===== src/hbsd_pkg.sv =====
// Purpose: constants for the half-bridge driver controller
// Assumes: core_clk at 200 MHz
// Notes:   times in ns, cycle counts derived from the clock period
package hbsd_pkg;
	localparam int CLK_PERIOD_NS     = 5;
	localparam int HALT_MIN_NS       = 450;
	localparam int CLEAR_MIN_NS      = 2400;
	localparam int POR_SETTLE_NS     = 50000;
	localparam int BOOT_CHARGE_NS    = 100000;
	localparam int GAP_NS            = 120;
	localparam int HALT_MIN_CYC      = (HALT_MIN_NS + CLK_PERIOD_NS - 1)
		/ CLK_PERIOD_NS;
	localparam int CLEAR_MIN_CYC     = (CLEAR_MIN_NS + CLK_PERIOD_NS - 1)
		/ CLK_PERIOD_NS;
	localparam int POR_SETTLE_CYC    = (POR_SETTLE_NS + CLK_PERIOD_NS - 1)
		/ CLK_PERIOD_NS;
	localparam int BOOT_CHARGE_CYC   = (BOOT_CHARGE_NS + CLK_PERIOD_NS - 1)
		/ CLK_PERIOD_NS;
	localparam int GAP_CYC           = (GAP_NS + CLK_PERIOD_NS - 1)
		/ CLK_PERIOD_NS;
	localparam int CNT_W             = 16;

	typedef enum logic [2:0] {
		HBSD_POR    = 3'b000,
		HBSD_CLEAR  = 3'b001,
		HBSD_BOOT   = 3'b010,
		HBSD_RUN    = 3'b011,
		HBSD_HALT   = 3'b100,
		HBSD_LATCH  = 3'b101,
		HBSD_REARM  = 3'b110
	} hbsd_state_t;
endpackage : hbsd_pkg


===== src/hbsd_ctrl.sv =====
// Purpose: host-side controller driving a half-bridge gate driver's pins
// Assumes: all inputs synchronous to core_clk; halt pin is open drain
// Notes:   command is forced low until power-up and bootstrap are done
// Contract
// - host holds halt low at least 450 ns.
// - host pulses clear at least 2.4 us to release the latch.
// - host must not drive halt high after latch; open drain.
// - host waits 50 us power-on settling before operating.
// - host issues a clear pulse as part of power-up.
// - host holds command low until bootstrap has charged.
`timescale 1ns/1ps
module hbsd_ctrl
	import hbsd_pkg::*;
#(
	parameter int POR_CYC  = hbsd_pkg::POR_SETTLE_CYC,
	parameter int BOOT_CYC = hbsd_pkg::BOOT_CHARGE_CYC
) (
	input  wire logic        core_clk,
	input  wire logic        sys_rst,
	input  wire logic        clk_en,
	input  wire logic        pwm_in,
	input  wire logic        halt_req,
	input  wire logic        rearm_req,
	input  wire logic        halt_request_n_in,
	output logic             halt_request_n_out,
	output logic             halt_request_n_oe,
	output logic             halt_clear,
	output logic             drive_cmd,
	output logic             ready,
	output logic             halted
);
	import hbsd_pkg::*;

	if (POR_CYC < 1 || POR_CYC >= (1 << CNT_W)) begin : g_bad_por
		$error("POR_CYC out of range");
	end
	if (BOOT_CYC < 1 || BOOT_CYC >= (1 << CNT_W)) begin : g_bad_boot
		$error("BOOT_CYC out of range");
	end

	typedef struct packed {
		hbsd_state_t st;
		logic        oe;
		logic        clr;
		logic        cmd;
		logic        rdy;
		logic        hlt;
		logic        ld;
		logic [CNT_W-1:0] ldv;
	} hbsd_ctl_t;
	hbsd_ctl_t s_reg;
	hbsd_ctl_t s_next;
	logic      t_done;

	hbsd_timer #(.W(CNT_W)) u_tmr (
		.core_clk (core_clk),
		.sys_rst  (sys_rst),
		.clk_en   (clk_en),
		.load     (s_reg.ld),
		.load_val (s_reg.ldv),
		.done     (t_done)
	);

	always_comb begin
		s_next     = s_reg;
		s_next.ld  = 1'b0;
		s_next.ldv = '0;
		unique case (s_reg.st)
			HBSD_POR: begin
				// wait settling before any pin activity
				if (t_done && !s_reg.ld) begin
					s_next.st  = HBSD_CLEAR;
					s_next.clr = 1'b1;
					s_next.ld  = 1'b1;
					s_next.ldv = CNT_W'(CLEAR_MIN_CYC);
				end
			end
			HBSD_CLEAR: begin
				if (t_done && !s_reg.ld) begin
					s_next.clr = 1'b0;
					s_next.st  = HBSD_BOOT;
					s_next.ld  = 1'b1;
					s_next.ldv = CNT_W'(BOOT_CYC);
				end
			end
			HBSD_BOOT: begin
				// command kept low while bootstrap charges
				if (t_done && !s_reg.ld) begin
					s_next.st  = HBSD_RUN;
					s_next.rdy = 1'b1;
				end
			end
			HBSD_RUN: begin
				s_next.cmd = pwm_in;
				if (halt_req) begin
					s_next.st  = HBSD_HALT;
					s_next.oe  = 1'b1;
					s_next.cmd = 1'b0;
					s_next.rdy = 1'b0;
					s_next.ld  = 1'b1;
					s_next.ldv = CNT_W'(HALT_MIN_CYC);
				end
			end
			HBSD_HALT: begin
				// hold halt low for the minimum pulse
				if (t_done && !s_reg.ld) begin
					s_next.oe  = 1'b0; // release, never drive high
					s_next.st  = HBSD_LATCH;
					s_next.hlt = 1'b1;
				end
			end
			HBSD_LATCH: begin
				if (rearm_req) begin
					s_next.st  = HBSD_REARM;
					s_next.clr = 1'b1;
					s_next.ld  = 1'b1;
					s_next.ldv = CNT_W'(CLEAR_MIN_CYC);
				end
			end
			HBSD_REARM: begin
				if (t_done && !s_reg.ld) begin
					s_next.clr = 1'b0;
					s_next.hlt = 1'b0;
					s_next.st  = HBSD_BOOT;
					s_next.ld  = 1'b1;
					s_next.ldv = CNT_W'(BOOT_CYC);
				end
			end
			default: begin
				s_next.st = HBSD_POR;
			end
		endcase
	end

	always_ff @(posedge core_clk) begin
		if (sys_rst) begin
			s_reg     <= '0;
			s_reg.st  <= HBSD_POR;
			s_reg.ld  <= 1'b1;
			s_reg.ldv <= CNT_W'(POR_CYC);
		end else if (clk_en) begin
			s_reg <= s_next;
		end
	end

	assign halt_request_n_out = 1'b0;
	assign halt_request_n_oe  = s_reg.oe;
	assign halt_clear         = s_reg.clr;
	assign drive_cmd          = s_reg.cmd;
	assign ready              = s_reg.rdy;
	assign halted             = s_reg.hlt;

	// helper counters for pulse widths
	logic [CNT_W-1:0] oe_len;
	logic [CNT_W-1:0] clr_len;
	always_ff @(posedge core_clk) begin
		if (sys_rst) begin
			oe_len  <= '0;
			clr_len <= '0;
		end else if (clk_en) begin
			oe_len  <= s_reg.oe ? oe_len + 1'b1 : '0;
			clr_len <= s_reg.clr ? clr_len + 1'b1 : '0;
		end
	end
endmodule : hbsd_ctrl


===== src/hbsd_timer.sv =====
// Purpose: loadable down counter with done flag
// Assumes: load wins over counting
// Notes:   done is high while the count is zero
`timescale 1ns/1ps
module hbsd_timer #(
	parameter int W = 16
) (
	input  wire logic          core_clk,
	input  wire logic          sys_rst,
	input  wire logic          clk_en,
	input  wire logic          load,
	input  wire logic [W-1:0]  load_val,
	output logic               done
);
	typedef struct packed {
		logic [W-1:0] cnt;
	} hbsd_tmr_t;
	hbsd_tmr_t s_reg;
	hbsd_tmr_t s_next;

	if (W < 2) begin : g_bad_w
		$error("hbsd_timer width too small");
	end

	always_comb begin
		s_next = s_reg;
		if (load) begin
			s_next.cnt = load_val;
		end else if (s_reg.cnt != '0) begin
			s_next.cnt = s_reg.cnt - 1'b1;
		end
	end

	always_ff @(posedge core_clk) begin
		if (sys_rst) begin
			s_reg <= '0;
		end else if (clk_en) begin
			s_reg <= s_next;
		end
	end

	assign done = (s_reg.cnt == '0);
endmodule : hbsd_timer


===== config.mk =====
export PLATFORM = sky130hd
export DESIGN_NAME = hbsd_ctrl
export DESIGN_NICKNAME = d
export VERILOG_FILES = /design/src/hbsd_pkg.sv /design/src/hbsd_ctrl.sv /design/src/hbsd_timer.sv
export SDC_FILE = /design/constraint.sdc
export NUM_CORES = 1
export LEC_CHECK = 0
export ABC_AREA = 1
export BUFFER_PORTS_ARGS = -buffer_cell sky130_fd_sc_hd__buf_2
export CAP_MARGIN = 20
export CORE_MARGIN = 1.5
export CORE_UTILIZATION = 60
export DETAILED_ROUTE_END_ITERATION = 8
export PLACE_DENSITY_LB_ADDON = 0.15
export SLEW_MARGIN = 5
export SYNTH_ARGS = -nofsm -noshare
export SYNTH_HDL_FRONTEND = slang
export SYNTH_HIERARCHICAL = 1
export SYNTH_SLANG_ARGS = --single-unit

===== constraint.sdc =====
create_clock -name core_clk -period 4.68 [get_ports core_clk]
set_clock_uncertainty 0.05 [all_clocks]
set_input_delay 1.17 -clock core_clk [delete_from_list [all_inputs] [get_ports core_clk]]
set_output_delay 1.17 -clock core_clk [all_outputs]
set_load 0.01 [all_outputs]

After elaboration in Yosys (flattened, before gate mapping)

Index checks and enable logic that the tools add are counted.

Bits in registers: 41
Bits in latches: 0
Bits in writable memories: 0
Memory bits (read-only): 0
Output and inout bits: 6
Memories kept: 0

$add $sub $neg: 1
Multipliers: 0
Div/mod/pow operators: 0
$lt $le $gt $ge: 0
Equal/unequal tests: 13
Shift-type cells: 0
Muxes and demuxes: 23
Bitwise logic cells: 0
Reductions and logical operators: 18

Operators with widths:

| operator                                                             | number |
|---|---|
| 17-bit case mux with 5 select lines                                  | 1 |
| 17-bit 2-to-1 mux                                                    | 4 |
| 16-bit 2-to-1 mux                                                    | 2 |
| 18-bit 2-to-1 mux                                                    | 1 |
| 3-bit case mux with 6 select lines                                   | 1 |
| 16-bit logical NOT                                                   | 1 |
| 16-bit nonzero test                                                  | 1 |
| 16-bit by 1-bit subtractor with 16-bit output, second input constant | 1 |
| 3-bit 2-to-1 mux                                                     | 4 |
| 2-bit inequality test, second input constant                         | 6 |
| 4-bit AND reduction                                                  | 3 |
| 3-bit == test, second input constant                                 | 3 |
| 4-bit 2-to-1 mux                                                     | 2 |
| 2-bit nonzero test                                                   | 4 |
| 7-bit AND reduction                                                  | 1 |
| 3-bit by 2-bit == test with 1-bit output, second input constant      | 2 |
| 1-bit case mux with 2 select lines                                   | 3 |
| 5-bit AND reduction                                                  | 1 |
| 2-bit AND reduction                                                  | 2 |
| 3-bit by 1-bit == test with 1-bit output, second input constant      | 1 |
| 3-bit logical NOT                                                    | 1 |
| 1-bit 2-to-1 mux                                                     | 3 |
| 1-bit case mux with 3 select lines                                   | 1 |
| 3-bit nonzero test                                                   | 1 |
| other kinds (5)                                                      | 5 |

Longest topological paths before layout

Gate-level depths: netlist of run 1.

Word-level depth: 4
Mapped depth: 13
Gate-level depth less buffers: 13

Modules after synthesis

Netlist of run 1, hierarchy kept.

By module, submodules not included:

| module     | instances | cells an instance | area each (sq um) | seq. area each (sq um) |
|---|---|---|---|---|
| hbsd_timer | 1         | 203               | 1,231.2           | 320.3 |
| hbsd_ctrl  | 1         | 119               | 815.8             | 360.3 |

Worst setup path before layout of run 1

OpenSTA, ideal clock, no wires.

Path kind: input to register
Start: input sys_rst
End: register u_tmr/s_reg[5] (netlist bit)
Arrival time: 1.860 ns
Data required time: 4.515 ns
Setup slack: 2.655 ns
Stages: 4
Path buffers: 1
Cell sequence: buf_1 -> inv_1 -> o21ai_1 -> nor2_1

RTL lines:

| element              | RTL line         | RTL |
|---|---|---|
| start, declared      | hbsd_ctrl.sv:19  | `input wire logic sys_rst,` |
| end signal, assigned | hbsd_timer.sv:38 | `s_reg <= s_next;` |
| end, declared        | hbsd_timer.sv:18 | `hbsd_tmr_t s_reg;` |

==> metrics, run 1 <==
die width 61.4 um; CTS Buf Count 5; Post-synth top flop dfxtp_1; CP Launch Type flop; measured slew at the worst slew-check pin 0.649 ns; kind of critical path flop to flop; CTS H-tree depth 2; placer congestion estimate 0.848; top cells by count, synth nand2_1 (100), nor2_1 (47), dfxtp_1 (34); Maximum Capacitance Violations 0; RSZ-0062 raised after global routing no; share of cells above drive strength 1 0.130; Synth area leader dfxtp_1; sw frac 0.347; most numerous cell in the Yosys netlist nand2_1; CP bufs+invs 1; Pint 0.568 mW; dpl cell area 0.00209 sq mm; total of warnings raised by yosys 6; NetSw 0.302 mW; Placed Instances 370; Core Region 0.00331 sq mm; top cell type's share of synthesized area 0.333; Layout area overhead 7.15%; final std cells w/o fill 378; Via Count 1,966; drt drc 0; PortBufs 10; async set-reset flop share out of synthesis 0; Hold Fails Final Rpt 0; Critical Path Max Stage Delay 0.35 ns; Largest register FFs 16; Reg clk slew, reported paths 0.12 ns; WHS 0.396 ns; CTS Sinks 34; maximum vdd drop 0.000271 V; Setup crit end kind flop; Clock Path Buffers 2; Final TNS setup 0 ns; Worst Path Max Fanout 7; Resized Gates After CTS 0; vias in the first global route 1,674; register bit total from synthesis 34; combinational share of power 0.281; initial antenna violation count 0; Routed Wire Length 4220 um; Slew Viols, Final 0; GRT Overall Usage 0.247; CP cell instances inv_1, ha_1, nand2_4, nor2_4, nand3_1, nor2_1, nand2_1, nand3_1, nand2_1, nor2_2, nand3_1, nand2_1, nor2_1; fmax 0.464 GHz; top cells by area, synth dfxtp_1 (33%), nand2_1 (18%), nor2_1 (8.6%), nand3_1 (6.4%), a21oi_1 (6.1%); DR iter-0 viols 115; Post-CTS Setup Inserts 0; area of the multi-input gates 0.00118 sq mm; Clk pwr share 0.314; Routed Antenna Nets 0; Design Area, Final 0.00219 sq mm; vias per cell 5.20; pin count of the biggest net entering global routing 24; library cells used by synthesis 30; CTS tree done; Post-Syn Area 0.00205 sq mm; register share of total power 0.405; CP Data Arrival Time 2.34 ns; first-pass GRT wire length 6840 um; CP required 4.87 ns; Die Area 0.00377 sq mm; total power per unit cell area 397 mW/mm^2; Core Util, Final 0.663; Final HPWL DP 2940 um; Clk Latency, worst-skew pair 0.34 ns; total power 0.871 mW; crit path time final 2.15 ns; I/O pin total 13; GRT overflow 0; final worst slack 2.53 ns; sequential area share after synthesis 0.333; Leak 1.02 nW; slowest cell on the critical path dfxtp_1; cell count after synthesis 322; Clock Tree Root clkbuf_4; number of placement rows 21; fin crit share 0.460; Reg area 681 sq um; detailed-router iteration count before antenna repair 4; HP Class flop to flop; status complete, no violations; die height 61.4 um; Starting Density 0.618; fin nets 339; Setup WS pre-CTS 2.46 ns; cts hold-fix bufs 0; Final setup viols 0; delay-heaviest family, CP simple AND/OR/NAND/NOR gates; Syn Area/Cell 6.36 sq um; fillers 348; Post-synth EDFFs 0; DR WL/cell 11.2 um; max_slew headroom 0.567; ant diodes 0
-- layout make-up --
class                   instances  share of cell area
multi-input cells             249               0.539
flip-flops and latches         34               0.310
inverters                      31              0.0531
clock inverters                 3              0.0314
well taps                      46              0.0262
repair buffers                 10              0.0228
clock buffers                   5              0.0171
-- layout by cell type (no fill, tap or decap), drive strengths merged, types with 2 or more instances in the layout --
cell,instances
nand3b,3
o21ai,14
dfxtp,34
nor2,54
bufinv,2
conb,5
nand2,102
inv,31
a21oi,32
nand4,2
buf,10
clkbuf,5
nand3,30
-- path summary, 6_finish.rpt --
check        slack (ns)  cells past startpoint          to            from
min                0.40                      2  halt_clear      halt_clear
max                2.53                     13   s_reg[24]  u_tmr/s_reg[0]
max reg2reg        2.53                     13   s_reg[24]  u_tmr/s_reg[0]
min reg2reg        0.40                      2  halt_clear      halt_clear
-- cell families after synthesis --
kind of cell	count (synthesis)	share of synthesized area
DFF	34	0.333
other	1	0.00183
AOI/OAI and AO/OA	48	0.134
adders and majority gates	1	0.00611
xor gates and xnor gates	2	0.00856
buffers and inverters	43	0.0972
and+or+nand+nor	193	0.420
-- metal layers --
metal | vias to the layer above | part of all wire | global-route usage
met5 | - | 0 | 0
li1 | 1036 | - | -
met4 | 0 | 0.013 | 0.0881
met1 | 890 | 0.46 | 0.285
met2 | 33 | 0.50 | 0.448
met3 | 7 | 0.034 | 0.0525
-- worst register-to-register path, stage by stage (launching register included) --
cell	delay (ns)
dfxtp_1	0.35
inv_1	0.11
ha_1	0.27
nand2_4	0.11
nor2_4	0.17
nand3_1	0.12
nor2_1	0.12
nand2_1	0.15
nand3_1	0.14
nand2_1	0.07
nor2_2	0.19
nand3_1	0.10
nand2_1	0.07
nor2_1	0.04
-- power groups by stage --
| stage | sequential (mW) | clock (mW) | combinational (mW) |
|---|---|---|---|
| CTS | 0.352 | 0.276 | 0.244 |
| floorplan | 0.340 | 0 | 0.227 |
| detailed placement | 0.358 | 0 | 0.242 |
| finish | 0.353 | 0.273 | 0.245 |
| global route | 0.356 | 0.288 | 0.283 |
| global placement | 0.358 | 0 | 0.239 |
Power figures use the tool's default switching activity.
==> inputs of run 2 (changes only) <==
Settings changed: CORE_UTILIZATION 60 to 54.
Clock period 4.68 ns to 1.9 ns, I/O delays scaled along.
==> metrics, run 2 (synthesis gave the netlist of run 1 again) <==
status complete, no violations (unchanged); CP Data Arrival Time 1.87 ns (was 2.34 ns); Reg clk slew, reported paths 0.07 ns (was 0.12 ns); final worst slack 0.147 ns (was 2.53 ns); Final HPWL DP 3380 um (was 2940 um); delay-heaviest family, CP simple AND/OR/NAND/NOR gates (unchanged); number of placement rows 22 (was 21); reg2reg setup slack 0.15 ns (was 2.53 ns); Leak 1.09 nW (was 1.02 nW); most common cell after layout, fill and taps aside nand2_1 (unchanged); most frequent cells in the layout nand2_1 (99), nor2_1 (45), dfxtp_1 (33) (was nand2_1 (100), nor2_1 (47), dfxtp_1 (34)); FF-to-FF Start u_tmr/s_reg[0] (unchanged); CP bufs+invs 2 (was 1); slowest cell on the critical path dfxtp_2 (was dfxtp_1); Hold EP s_reg[4] (was halt_clear); PortBufs 10 (unchanged); drt drc 0 (unchanged); maximum vdd drop 0.000540 V (was 0.000271 V); share of cells above drive strength 1 0.203 (was 0.130); HP Class input port to flop (was flop to flop); placer congestion estimate 0.868 (was 0.848); total power 2.10 mW (was 0.871 mW); first-pass GRT wire length 8080 um (was 6840 um); Hold Path Cell Cnt 3 (was 2); kind of critical path flop to flop (unchanged); CP cell instances inv_2, ha_4, nand2_4, nor2_4, nand3_2, nor2_2, nand2_2, buf_4, a21oi_2, nand2_1, nand2_1, a21oi_1 (was inv_1, ha_1, nand2_4, nor2_4, nand3_1, nor2_1, nand2_1, nand3_1, nand2_1, nor2_2, nand3_1, nand2_1, nor2_1); crit path time final 1.75 ns (was 2.15 ns); CP required 2.02 ns (was 4.87 ns); CTS Buf Count 5 (unchanged); Layout area overhead 14.5% (was 7.15%); CTS H-tree depth 2 (unchanged); CTS tree done (unchanged); Clock Path Buffers 2 (unchanged); GRT Overall Usage 0.249 (was 0.247); Final setup viols 0 (unchanged); Clk Latency, worst-skew pair 0.28 ns (was 0.34 ns); Routed Wire Length 4780 um (was 4220 um); die height 64.6 um (was 61.4 um); fin crit share 0.923 (was 0.460); Maximum Capacitance Violations 0 (unchanged); vias per cell 5.19 (was 5.20); RSZ-0062 raised after global routing no (unchanged); initial antenna violation count 0 (unchanged); Starting Density 0.559 (was 0.618); Via Count 2,040 (was 1,966); GRT overflow 0 (unchanged); ant diodes 0 (unchanged); Setup WS pre-CTS -0.00938 ns (was 2.46 ns); Clock Tree Root clkbuf_8 (was clkbuf_4); fmax 0.570 GHz (was 0.464 GHz); pin count of the biggest net entering global routing 18 (was 24); FF-to-FF End halt_clear (was s_reg[24]); CP Launch Type flop (unchanged); WHS 0.394 ns (was 0.396 ns); detailed-router iteration count before antenna repair 4 (unchanged); Setup crit end kind flop (unchanged); DR WL/cell 12.2 um (was 11.2 um); die width 64.6 um (was 61.4 um); Hold Fails Final Rpt 0 (unchanged); DR iter-0 viols 156 (was 115); Critical Path Max Stage Delay 0.34 ns (was 0.35 ns); I/O pin total 13 (unchanged); most used cell, CP nand2_1; Routed Antenna Nets 0 (unchanged); Worst Reg2Reg Path Length in Cells 12 (was 13); Largest register FFs 16 (unchanged); total power per unit cell area 895 mW/mm^2 (was 397 mW/mm^2); Slew Viols, Final 0 (unchanged); Die Area 0.00417 sq mm (was 0.00377 sq mm); cts hold-fix bufs 0 (unchanged); Core Region 0.00366 sq mm (was 0.00331 sq mm); Hold Startpoint halt_req (was halt_clear); vias in the first global route 1,881 (was 1,674); Worst Path Max Fanout 5 (was 7); Final TNS setup 0 ns (unchanged); Core Util, Final 0.640 (was 0.663); fin nets 353 (was 339); CTS Sinks 34 (unchanged)
[run 2: cell types whose count changed in the layout (fill, tap and decap cells not counted), moves of 3 or more]
cell	change
nand3_1	-4
inv_1	-3
inv_2	+3
clkbuf_8	+5
clkbuf_4	-5
nand3_2	+4
buf_4	+13
[run 2: worst max-delay path by stage]
| stage | start | endpoint | slack (ns) | cells after the start |
|---|---|---|---|---|
| 6_report | u_tmr/s_reg[0] | halt_clear | 0.15 | 12 |
| 3_5_place_dp | u_tmr/s_reg[0] | s_reg[24] | -0.009 | 13 |
| 4_1_cts | u_tmr/s_reg[0] | s_reg[22] | 0.03 | 13 |
| 3_3_place_gp | u_tmr/s_reg[0] | s_reg[24] | 0.02 | 13 |
| 5_1_grt | u_tmr/s_reg[6] | s_reg[22] | 0.01 | 12 |
| 2_1_floorplan | u_tmr/s_reg[0] | s_reg[22] | 0.08 | 13 |
[run 2: layout make-up]
class                      instances  area, sq um
clock buffer                       5         68.8
clock inverter                     2         10.0
fill                             382         1320
inverter                          31          116
multi-input combinational        249         1240
sequential                        34          682
tap                               48         60.1
timing repair buffer              24          168
[run 2: what timing repair did]
| item | in CTS | in global routing |
|---|---|---|
| setup buffers | 0 | 1 |
| hold endpoints to repair | 0 | 0 |
| resized for setup | 2 | 15 |
| setup endpoints to repair | 3 | 8 |
| pin swaps | 0 | 4 |
[run 2: routing by layer]
layer	wire (um)	vias up	GRT usage
met5	0	-	0
met4	27	0	0.0745
met3	196	2	0.0538
met2	2250	35	0.423
met1	2310	946	0.315
li1	-	1057	-
[run 2: power by group]
| part | internal (mW) | total (mW) | switching (mW) |
|---|---|---|---|
| registers | 0.777 | 0.863 | 0.0863 |
| logic | 0.268 | 0.724 | 0.457 |
| clock network | 0.246 | 0.510 | 0.264 |
[run 2: per-stage QoR]
stage	std cells	instance area (sq um)
final	393	2340
after CTS	392	2290
after floorplan	326	2060
after detailed placement	385	2200
after global placement	385	2200
after global routing	393	2340
[run 2: worst register-to-register path: stages, from the launching register on]
cell     delay, ns
dfxtp_2       0.34
inv_2         0.07
ha_4          0.15
nand2_4       0.06
nor2_4        0.11
nand3_2       0.08
nor2_2        0.12
nand2_2       0.11
buf_4         0.17
a21oi_2       0.15
nand2_1       0.12
nand2_1       0.07
a21oi_1       0.04
